[config.mk]
export PLATFORM = sky130hd
export DESIGN_NAME = iors_io_space
export DESIGN_NICKNAME = d
export VERILOG_FILES = /design/src/iors_pkg.sv /design/src/iors_rst_if.sv /design/src/iors_io_space.sv /design/src/iors_rst_gen.sv
export SDC_FILE = /design/constraint.sdc
export NUM_CORES = 1
export LEC_CHECK = 0
export BUFFER_PORTS_ARGS = -buffer_cell sky130_fd_sc_hd__buf_4
export CAP_MARGIN = 20
export CORE_UTILIZATION = 45
export DETAILED_ROUTE_END_ITERATION = 10
export GPL_TIMING_DRIVEN = 0
export HOLD_SLACK_MARGIN = 0.02
export PLACE_DENSITY = 0.76
export SKIP_LAST_GASP = 1
export SLEW_MARGIN = 40
export SYNTH_ARGS = -nofsm -noshare
export SYNTH_HDL_FRONTEND = slang
export SYNTH_SLANG_ARGS = --single-unit
[constraint.sdc]
create_clock -name sys_clk_i -period 5.9 [get_ports sys_clk_i]
set_input_delay 0.59 -clock sys_clk_i [delete_from_list [all_inputs] [get_ports sys_clk_i]]
set_output_delay 0.59 -clock sys_clk_i [all_outputs]
set_load 0.02 [all_outputs]
[src/iors_pkg.sv]
/*
 * iors_pkg: offsets, field positions, reset values, masks, sleep states
 * and timing counts shared by the I/O register space block.
 * Assumes a 25 MHz system clock and a 6-bit I/O address from the core.
 */
package iors_pkg;

   ////////////////////////////////////////////////////////////////////
   // timing
   localparam int IORS_CLK_MHZ = 25;
   localparam int IORS_RST_HOLD_NS = 1000;
   localparam int IORS_RST_HOLD_CYC = (IORS_RST_HOLD_NS * IORS_CLK_MHZ + 999) / 1000;
   localparam int IORS_RST_CNT_W = 8;

   ////////////////////////////////////////////////////////////////////
   // address space
   localparam int IORS_NUM_REGS = 64;
   localparam logic [5:0] IORS_BIT_TOP = 6'h1F;
   localparam logic [5:0] IORS_CONV_CTRL_B = 6'h03;
   localparam logic [5:0] IORS_CONV_RES_LO = 6'h04;
   localparam logic [5:0] IORS_CONV_RES_HI = 6'h05;
   localparam logic [5:0] IORS_CONV_CTRL_A = 6'h06;
   localparam logic [5:0] IORS_CONV_INSEL = 6'h07;
   localparam logic [5:0] IORS_CMP_CTRL = 6'h08;
   localparam logic [5:0] IORS_DIG_IN_DIS = 6'h14;
   localparam logic [5:0] IORS_PIN_CHG_MASK = 6'h15;
   localparam logic [5:0] IORS_PIN_LEVEL = 6'h16;
   localparam logic [5:0] IORS_PIN_DIR = 6'h17;
   localparam logic [5:0] IORS_PIN_LATCH = 6'h18;
   localparam logic [5:0] IORS_NVM_CTRL = 6'h1C;
   localparam logic [5:0] IORS_NVM_DATA = 6'h1D;
   localparam logic [5:0] IORS_NVM_INDEX = 6'h1E;
   localparam logic [5:0] IORS_WDOG_CTRL = 6'h21;
   localparam logic [5:0] IORS_CLK_PRESCALE = 6'h26;
   localparam logic [5:0] IORS_TMR_SYNC = 6'h28;
   localparam logic [5:0] IORS_TMR_CMP_B = 6'h29;
   localparam logic [5:0] IORS_DBG_DATA = 6'h2E;
   localparam logic [5:0] IORS_TMR_CTRL_A = 6'h2F;
   localparam logic [5:0] IORS_OSC_TRIM = 6'h31;
   localparam logic [5:0] IORS_TMR_COUNT = 6'h32;
   localparam logic [5:0] IORS_TMR_CTRL_B = 6'h33;
   localparam logic [5:0] IORS_RST_CAUSE = 6'h34;
   localparam logic [5:0] IORS_CORE_CTRL = 6'h35;
   localparam logic [5:0] IORS_TMR_CMP_A = 6'h36;
   localparam logic [5:0] IORS_SELF_PROG = 6'h37;
   localparam logic [5:0] IORS_TMR_FLAGS = 6'h38;
   localparam logic [5:0] IORS_TMR_MASK = 6'h39;
   localparam logic [5:0] IORS_EXT_FLAGS = 6'h3A;
   localparam logic [5:0] IORS_EXT_MASK = 6'h3B;
   localparam logic [5:0] IORS_STACK_LO = 6'h3D;
   localparam logic [5:0] IORS_STATUS = 6'h3F;

   ////////////////////////////////////////////////////////////////////
   // field positions and reset value
   localparam logic [7:0] IORS_REG_RESET = 8'h00;
   localparam int IORS_CONV_DONE_BIT = 4;
   localparam int IORS_CMP_EVT_BIT = 4;
   localparam int IORS_CMP_OUT_BIT = 5;
   localparam int IORS_WDOG_EVT_BIT = 7;
   localparam int IORS_TMR_FLAG_LSB = 1;
   localparam int IORS_EXT_FLAG_LSB = 5;
   localparam int IORS_EXT_RST_BIT = 1;
   localparam int IORS_SLEEP_EN_BIT = 5;
   localparam int IORS_SLEEP_MODE_LSB = 3;
   localparam int IORS_PULL_DIS_BIT = 6;
   localparam logic [1:0] IORS_SM_IDLE = 2'h0;
   localparam logic [1:0] IORS_SM_CONV = 2'h1;
   localparam logic [1:0] IORS_SM_DOWN = 2'h2;

   typedef enum logic [1:0] {
      IORS_AWAKE = 2'b00,
      IORS_IDLE = 2'b01,
      IORS_CONV_QUIET = 2'b10,
      IORS_POWER_DOWN = 2'b11
   } iors_sleep_t;

   ////////////////////////////////////////////////////////////////////
   // plain read/write bits per address
   function automatic logic [7:0] iors_rw_mask(input logic [5:0] a);
      case (a)
         IORS_CONV_CTRL_B: iors_rw_mask = 8'h47;
         IORS_CONV_CTRL_A: iors_rw_mask = 8'hEF;
         IORS_CONV_INSEL: iors_rw_mask = 8'h63;
         IORS_CMP_CTRL: iors_rw_mask = 8'hCB;
         IORS_DIG_IN_DIS, IORS_PIN_CHG_MASK, IORS_PIN_DIR, IORS_PIN_LATCH,
         IORS_NVM_CTRL: iors_rw_mask = 8'h3F;
         IORS_NVM_DATA, IORS_NVM_INDEX, IORS_TMR_CMP_B, IORS_DBG_DATA,
         IORS_OSC_TRIM, IORS_TMR_COUNT, IORS_TMR_CMP_A, IORS_STACK_LO,
         IORS_STATUS: iors_rw_mask = 8'hFF;
         IORS_WDOG_CTRL: iors_rw_mask = 8'h7F;
         IORS_CLK_PRESCALE: iors_rw_mask = 8'h8F;
         IORS_TMR_SYNC: iors_rw_mask = 8'h81;
         IORS_TMR_CTRL_A: iors_rw_mask = 8'hF3;
         IORS_TMR_CTRL_B: iors_rw_mask = 8'hCF;
         IORS_RST_CAUSE: iors_rw_mask = 8'h0F;
         IORS_CORE_CTRL: iors_rw_mask = 8'h7B;
         IORS_SELF_PROG: iors_rw_mask = 8'h1F;
         IORS_TMR_MASK: iors_rw_mask = 8'h0E;
         IORS_EXT_MASK: iors_rw_mask = 8'h60;
         default: iors_rw_mask = 8'h00;
      endcase
   endfunction : iors_rw_mask

   // write-one-to-clear flag bits per address
   function automatic logic [7:0] iors_w1c_mask(input logic [5:0] a);
      case (a)
         IORS_CONV_CTRL_A: iors_w1c_mask = 8'h10;
         IORS_CMP_CTRL: iors_w1c_mask = 8'h10;
         IORS_WDOG_CTRL: iors_w1c_mask = 8'h80;
         IORS_TMR_FLAGS: iors_w1c_mask = 8'h0E;
         IORS_EXT_FLAGS: iors_w1c_mask = 8'h60;
         default: iors_w1c_mask = 8'h00;
      endcase
   endfunction : iors_w1c_mask

endpackage : iors_pkg

[src/iors_rst_if.sv]
/*
 * iors_rst_if: internal reset and reset-event carrier between the reset
 * generator and the register space.
 * Assumes both ends run on the same system clock.
 */
`timescale 1ns/1ps
interface iors_rst_if;
   logic rst_n_int;
   logic ext_rst_evt;
   modport gen (output rst_n_int, output ext_rst_evt);
   modport user (input rst_n_int, input ext_rst_evt);
endinterface : iors_rst_if

[src/iors_io_space.sv]
/*
 * iors_io_space: 64-location I/O register space seen by the core, with
 * single-bit set, clear and test on the low 32 locations, flag clearing,
 * port pin control, reset generation and sleep clock gating.
 * Assumes the core issues at most one access per cycle and that event
 * inputs are one-cycle pulses on sys_clk_i.
 */
`timescale 1ns/1ps
module iors_io_space
   import iors_pkg::*;
(
   // clock and reset
   input wire logic sys_clk_i,
   input wire logic rst_n_i,
   // core access
   input wire logic [5:0] io_addr_i,
   input wire logic io_rd_i,
   input wire logic io_wr_i,
   input wire logic [7:0] io_wdata_i,
   input wire logic [2:0] bit_sel_i,
   input wire logic set_single_bit_op_i,
   input wire logic clear_single_bit_op_i,
   input wire logic skip_if_bit_one_op_i,
   input wire logic skip_if_bit_zero_op_i,
   output logic [7:0] io_rdata_o,
   output logic skip_o,
   // peripheral events and levels
   input wire logic [2:0] timer_flag_evt_i,
   input wire logic [1:0] ext_flag_evt_i,
   input wire logic conv_done_evt_i,
   input wire logic cmp_evt_i,
   input wire logic wdog_evt_i,
   input wire logic cmp_level_i,
   input wire logic [15:0] conv_result_i,
   // sleep control
   input wire logic sleep_req_i,
   input wire logic wake_i,
   output logic cpu_clk_en_o,
   output logic io_clk_en_o,
   output logic conv_clk_en_o,
   output logic [1:0] sleep_state_o,
   // port pins
   input wire logic [5:0] gp_port_pins_i,
   output logic [5:0] gp_port_pins_o,
   output logic [5:0] gp_port_pins_oe_o,
   output logic [5:0] gp_pullup_en_o,
   // status flags to core
   output logic [7:0] core_status_flags_o
);

   ////////////////////////////////////////////////////////////////////
   // reset generation

   iors_rst_if rst ();
   logic core_rst_n;

   iors_rst_gen u_rst_gen (
      .sys_clk_i (sys_clk_i),
      .rst_n_i (rst_n_i),
      .rst (rst.gen)
   );

   assign core_rst_n = rst.rst_n_int;

   ////////////////////////////////////////////////////////////////////
   // declarations

   // register file
   logic [7:0] regs [IORS_NUM_REGS];
   logic [7:0] next_reg [IORS_NUM_REGS];
   logic [7:0] hw_set [IORS_NUM_REGS];

   // access decode
   logic [7:0] wr_sel;
   logic [7:0] wr_val;
   logic bit_op_ok;
   logic [7:0] rd_val;
   logic test_bit;
   logic skip_hit;

   // pins
   logic [5:0] pin_meta;
   logic [5:0] pin_sync;

   // sleep
   iors_sleep_t sleep_state;
   iors_sleep_t next_sleep_state;
   logic sleep_en;
   logic [1:0] sleep_mode;
   logic io_run;
   logic conv_run;

   ////////////////////////////////////////////////////////////////////
   // pin input synchroniser

   always_ff @(posedge sys_clk_i or negedge core_rst_n) begin
      if (!core_rst_n) begin
         pin_meta <= 6'h00;
         pin_sync <= 6'h00;
      end else begin
         pin_meta <= gp_port_pins_i;
         pin_sync <= pin_meta;
      end
   end

   ////////////////////////////////////////////////////////////////////
   // write selection

   // bit operations only in low range
   assign bit_op_ok = (set_single_bit_op_i || clear_single_bit_op_i)
                      && (io_addr_i <= IORS_BIT_TOP);

   always_comb begin
      wr_sel = 8'h00;
      wr_val = 8'h00;
      if (io_wr_i) begin
         wr_sel = 8'hFF;
         wr_val = io_wdata_i;
      end else if (bit_op_ok) begin
         wr_sel = 8'h01 << bit_sel_i;
         wr_val = set_single_bit_op_i ? 8'hFF : 8'h00;
      end
   end

   ////////////////////////////////////////////////////////////////////
   // hardware flag sets

   always_comb begin
      for (int i = 0; i < IORS_NUM_REGS; i++) begin
         hw_set[i] = 8'h00;
      end
      if (io_run) begin
         hw_set[IORS_TMR_FLAGS][IORS_TMR_FLAG_LSB +: 3] = timer_flag_evt_i;
         hw_set[IORS_CMP_CTRL][IORS_CMP_EVT_BIT] = cmp_evt_i;
      end
      if (conv_run) begin
         hw_set[IORS_CONV_CTRL_A][IORS_CONV_DONE_BIT] = conv_done_evt_i;
      end
      hw_set[IORS_EXT_FLAGS][IORS_EXT_FLAG_LSB +: 2] = ext_flag_evt_i;
      hw_set[IORS_WDOG_CTRL][IORS_WDOG_EVT_BIT] = wdog_evt_i;
      hw_set[IORS_RST_CAUSE][IORS_EXT_RST_BIT] = rst.ext_rst_evt;
   end

   ////////////////////////////////////////////////////////////////////
   // register storage, one entry per location

   for (genvar a = 0; a < IORS_NUM_REGS; a++) begin : g_reg
      logic [7:0] rw_m;
      logic [7:0] clr_m;
      logic [7:0] lane;

      assign rw_m = iors_rw_mask(6'(a));
      assign clr_m = iors_w1c_mask(6'(a));
      assign lane = (io_addr_i == 6'(a)) ? wr_sel : 8'h00;

      assign next_reg[a] = (((regs[a] & ~(rw_m & lane)) | (wr_val & rw_m & lane))
                            & ~(clr_m & lane & wr_val)) | hw_set[a];

      always_ff @(posedge sys_clk_i or negedge core_rst_n) begin
         if (!core_rst_n) begin
            regs[a] <= IORS_REG_RESET;
         end else begin
            regs[a] <= next_reg[a];
         end
      end
   end

   ////////////////////////////////////////////////////////////////////
   // read path

   always_comb begin
      rd_val = regs[io_addr_i] & (iors_rw_mask(io_addr_i) | iors_w1c_mask(io_addr_i));
      if (io_addr_i == IORS_CONV_RES_LO) begin
         rd_val = conv_result_i[7:0];
      end else if (io_addr_i == IORS_CONV_RES_HI) begin
         rd_val = conv_result_i[15:8];
      end else if (io_addr_i == IORS_PIN_LEVEL) begin
         rd_val = {2'h0, pin_sync};
      end else if (io_addr_i == IORS_CMP_CTRL) begin
         rd_val[IORS_CMP_OUT_BIT] = cmp_level_i;
      end
   end

   ////////////////////////////////////////////////////////////////////
   // read data register

   always_ff @(posedge sys_clk_i or negedge core_rst_n) begin
      if (!core_rst_n) begin
         io_rdata_o <= 8'h00;
      end else if (io_rd_i) begin
         io_rdata_o <= rd_val;
      end
   end

   ////////////////////////////////////////////////////////////////////
   // bit test

   assign test_bit = rd_val[bit_sel_i];
   assign skip_hit = (io_addr_i <= IORS_BIT_TOP)
                     && ((skip_if_bit_one_op_i && test_bit)
                         || (skip_if_bit_zero_op_i && !test_bit));

   always_ff @(posedge sys_clk_i or negedge core_rst_n) begin
      if (!core_rst_n) begin
         skip_o <= 1'b0;
      end else begin
         skip_o <= skip_hit;
      end
   end

   ////////////////////////////////////////////////////////////////////
   // sleep control

   assign sleep_en = regs[IORS_CORE_CTRL][IORS_SLEEP_EN_BIT];
   assign sleep_mode = regs[IORS_CORE_CTRL][IORS_SLEEP_MODE_LSB +: 2];

   always_comb begin
      next_sleep_state = sleep_state;
      case (sleep_state)
         IORS_AWAKE: begin
            if (sleep_req_i && sleep_en) begin
               if (sleep_mode == IORS_SM_IDLE) begin
                  next_sleep_state = IORS_IDLE;
               end else if (sleep_mode == IORS_SM_CONV) begin
                  next_sleep_state = IORS_CONV_QUIET;
               end else if (sleep_mode == IORS_SM_DOWN) begin
                  next_sleep_state = IORS_POWER_DOWN;
               end
            end
         end
         IORS_IDLE, IORS_CONV_QUIET, IORS_POWER_DOWN: begin
            if (wake_i) begin
               next_sleep_state = IORS_AWAKE;
            end
         end
         default: begin
            next_sleep_state = IORS_AWAKE;
         end
      endcase
   end

   ////////////////////////////////////////////////////////////////////
   // sleep state register

   always_ff @(posedge sys_clk_i or negedge core_rst_n) begin
      if (!core_rst_n) begin
         sleep_state <= IORS_AWAKE;
      end else begin
         sleep_state <= next_sleep_state;
      end
   end

   ////////////////////////////////////////////////////////////////////
   // peripheral run gating

   assign io_run = (sleep_state == IORS_AWAKE) || (sleep_state == IORS_IDLE);
   assign conv_run = io_run || (sleep_state == IORS_CONV_QUIET);

   assign sleep_state_o = sleep_state;

   ////////////////////////////////////////////////////////////////////
   // clock enables, one flop per domain

   always_ff @(posedge sys_clk_i or negedge core_rst_n) begin
      if (!core_rst_n) begin
         cpu_clk_en_o <= 1'b1;
      end else begin
         cpu_clk_en_o <= (next_sleep_state == IORS_AWAKE);
      end
   end

   always_ff @(posedge sys_clk_i or negedge core_rst_n) begin
      if (!core_rst_n) begin
         io_clk_en_o <= 1'b1;
      end else begin
         io_clk_en_o <= (next_sleep_state == IORS_AWAKE)
                        || (next_sleep_state == IORS_IDLE);
      end
   end

   always_ff @(posedge sys_clk_i or negedge core_rst_n) begin
      if (!core_rst_n) begin
         conv_clk_en_o <= 1'b1;
      end else begin
         conv_clk_en_o <= (next_sleep_state != IORS_POWER_DOWN);
      end
   end

   ////////////////////////////////////////////////////////////////////
   // port pins

   assign gp_port_pins_oe_o = regs[IORS_PIN_DIR][5:0];
   assign gp_port_pins_o = regs[IORS_PIN_LATCH][5:0];

   ////////////////////////////////////////////////////////////////////
   // pull-ups on undriven pins

   always_ff @(posedge sys_clk_i or negedge core_rst_n) begin
      if (!core_rst_n) begin
         gp_pullup_en_o <= 6'h00;
      end else begin
         gp_pullup_en_o <= ~next_reg[IORS_PIN_DIR][5:0]
                           & next_reg[IORS_PIN_LATCH][5:0]
                           & {6{~next_reg[IORS_CORE_CTRL][IORS_PULL_DIS_BIT]}};
      end
   end

   ////////////////////////////////////////////////////////////////////
   // status flags

   assign core_status_flags_o = regs[IORS_STATUS];

endmodule : iors_io_space

[src/iors_rst_gen.sv]
/*
 * iors_rst_gen: turns the reset pin into the internal reset.
 * Assertion is asynchronous; release is synchronised and then held for
 * a fixed number of clocks. Assumes sys_clk_i runs after the pin rises.
 */
`timescale 1ns/1ps
module iors_rst_gen
   import iors_pkg::*;
(
   // clock and reset pin
   input wire logic sys_clk_i,
   input wire logic rst_n_i,
   // internal reset
   iors_rst_if.gen rst
);

   logic [1:0] rel_sync;
   logic [IORS_RST_CNT_W-1:0] hold_cnt;
   logic hold_done;

   assign hold_done = (hold_cnt == IORS_RST_CNT_W'(IORS_RST_HOLD_CYC - 1));

   ////////////////////////////////////////////////////////////////////
   // asynchronous assert, clocked release
   always_ff @(posedge sys_clk_i or negedge rst_n_i) begin
      if (!rst_n_i) begin
         rel_sync <= 2'h0;
      end else begin
         rel_sync <= {rel_sync[0], 1'b1};
      end
   end

   // hold counter after release
   always_ff @(posedge sys_clk_i or negedge rst_n_i) begin
      if (!rst_n_i) begin
         hold_cnt <= '0;
         rst.rst_n_int <= 1'b0;
         rst.ext_rst_evt <= 1'b0;
      end else begin
         rst.ext_rst_evt <= 1'b0;
         if (rel_sync[1] && !rst.rst_n_int) begin
            if (hold_done) begin
               rst.rst_n_int <= 1'b1;
               rst.ext_rst_evt <= 1'b1;
            end else begin
               hold_cnt <= hold_cnt + IORS_RST_CNT_W'(1);
            end
         end
      end
   end

endmodule : iors_rst_gen

==> results.cfg <==
[setup_path]
endpoint = skip_o
critical_path_depth = 15
crit_fanout = 13
critical_path_arrival_ns = 5.24
reg2reg_depth = 9
rrSetupSlack_ns = 3.12
critPathMaxStageDelay_ns = 0.52
critPathBufInv = 6
cp.required_ns = 6.36
r2r_end = skip_o
crit_path_start_kind = input pin
cp_slowest_cell = nor3_2
timing.critical_path.cells = buf_4 -> buf_4 -> inv_2 -> buf_2 -> ha_1 -> clkbuf_1 -> inv_1 -> nor3_2 -> nand2_1 -> a21oi_1 -> a211oi_1 -> a211oi_1 -> a2111oi_0 -> nor4_2 -> mux2i_1
crit_start = io_addr_i[1]
cpLargestDelayFamily = buffers and inverters
crit_type = input pin to flop
critPathCaptureType = flop

[power_and_ir_drop]
p_leak_nw = 6.06
p_clk_share_pct = 35.0
p_sw_share_pct = 33.4
pwr-share-comb_pct = 24.0
power.switching_mw = 1.56
seq_power_share_pct = 41.0
irDropWorstVdd_uv = 262
intPower_mw = 3.11
powerDensity_nw_per_um2 = 348

[sta]
fin_crit_sh_pct = 80.9
maxSlewViolCount = 0
min_period_ns = 4.77
fmax_ghz = 0.210
setup_tns_ns = 0
slew-limit-headroom_pct = 41.9
setup_viol = 0
worst_pin_slew_ns = 0.871
finClkSkew_ns = 0.00941
hold_viol = 0
rsz0062_at_grt = no

[clock_network]
cts_made_buffers = 25
worstSkewPairLatency_ns = 0.54
hold_buffers = 1
h-tree-depth = 1
cts-resized-gates = 0
clock_sinks = 220
clockBufferDepth = 3
cts_tree = done
post_cts_buffers = 0
path_clk_slew_ns = 0.06
cts_root_buf = clkbuf_16

[floorplan]
design.core.area_um2 = 24500
initial_core_util_pct = 46.1
die_y_um = 160
ios = 98
std_cell_rows = 57
dieArea_um2 = 25700
die_w_um = 160

[synthesis]
synth.avg_cell_area_um2 = 9.16
yosys-top-cells-area = dfrtp_1, nor2_1, a21oi_1, mux2i_1, o21ai_0
synth_top_area_cell = dfrtp_1
dominantRegCellSynth = dfrtp_1
netlist.area_leader.share_pct = 48.1
ys_async_sr_fraction_pct = 100
synth_edf_count = 0
netlist_instances = 1232
yosysWarningCount = 0
synth_nets = 1301
yosysSeqAreaShare_pct = 48.8
yosysUniqueCellTypes = 82
synth_seq_cells = 220
syn_area_um2 = 11300

[routing]
drc = 0
viasPerCell = 6.22
drt_iter0_drc = 1201
drtAntennaViolNets = 0
routed-via-count = 10600
totalWireLength_mm = 44.1
wl_per_cell_um = 25.9
dr.pass1.iters = 7

[cells_and_area]
final_cell_mix = nor2_1, dfrtp_1, a21oi_1
drive_gt1_share_pct = 17.3
seq_area_um2 = 5510
antenna_cells = 0
syn_to_final_growth_pct = 19.1
fillers = 2275
mostFrequentLayoutCell = nor2_1
multi_input_area_um2 = 5220
stdcell_area_um2 = 13400
nets = 1427

[grt]
grt.overflow.total = 0
grt_max_degree = 44
track_usage_pct = 34.3
antenna_found_initial = 0
grt_pass1_wl_mm = 64.7
grt_pass1_vias = 10300

[placement]
hpwl_mm = 32.4
io_buffers = 93
place.gp.congestion = 1.00
place_area_um2 = 12500

[job]
cap_violations = 0

[min_path]
hold_class = input pin to flop

[run_status]
outcome = completed
-- cell families after synthesis --
logic type	after synthesis	synth area share (%)
AO/OA/AOI/OAI	358	19.3
XOR/XNOR	8	0.621
adder cells (fa/ha/maj)	11	1.22
buffers and inverters	122	5.49
flip-flops	220	48.8
multiplexers	60	5.80
other	1	0.0332
AND/OR/NAND/NOR	452	18.7
-- metrics by stage --
stage	instances	util (%)	hold WS (ns)	setup slack (ns)	power (mW)
3_5_place_dp	1654	51.2	0.264	0.798	3.05
5_1_grt	1701	54.9	0.157	1.07	4.87
2_1_floorplan	1232	-	0.294	2.33	2.58
3_3_place_gp	1649	50.6	0.335	0.808	2.95
6_report	1701	54.9	0.152	1.13	4.67
4_1_cts	1701	54.8	0.155	1.33	4.67
-- power by group through the flow --
stage / registers [mW] / clock network [mW] / logic, mW
floorplan: 2.04 / 0 / 0.543
global placement: 2.12 / 0 / 0.834
detailed placement: 1.94 / 0 / 1.11
CTS: 1.91 / 1.64 / 1.12
global route: 1.94 / 1.70 / 1.23
finish: 1.91 / 1.64 / 1.12
-- final cells by class --
type | count | area share [%]
clock buffers | 34 | 5.28
multi-input cells | 890 | 38.9
inverters | 21 | 0.587
flip-flops and latches | 220 | 41.0
plain buffers | 101 | 4.02
repair buffers | 99 | 6.02
clock inverters | 12 | 1.17
well taps | 324 | 3.02
-- Yosys cell counts, types with 11 or more instances --
master / instances
a211oi_1: 14
a21oi_1: 159
buf_2: 27
buf_4: 28
clkbuf_1: 39
dfrtp_1: 217
ha_1: 11
inv_1: 18
mux2i_1: 44
nand2_1: 96
nand2b_1: 11
nand3_1: 20
nor2_1: 228
nor3_1: 11
o21ai_0: 73
o221ai_1: 11
o22ai_1: 11
-- worst min path at each step --
stage | from | to | cells after the start
4_1_cts | gp_port_pins_i[4] | pin_meta[4] | 1
3_5_place_dp | u_rst_gen.rst.rst_n_int | asynchronous set/reset pin | 0
5_1_grt | gp_port_pins_i[4] | pin_meta[4] | 1
2_1_floorplan | rst_n_i | u_rst_gen.hold_cnt[0] | 0
3_3_place_gp | pin_meta[5] | pin_sync[5] | 0
6_report | gp_port_pins_i[4] | pin_meta[4] | 1
-- metal layers --
metal | vias up | GRT usage (%) | share of wire (%)
met5 | - | 0 | 0
met4 | 0 | 18.7 | 5.8
met3 | 157 | 8.03 | 9.4
met2 | 601 | 54.2 | 46
met1 | 5210 | 43.6 | 39
li1 | 4617 | - | -
Power figures use the tool's default switching activity.
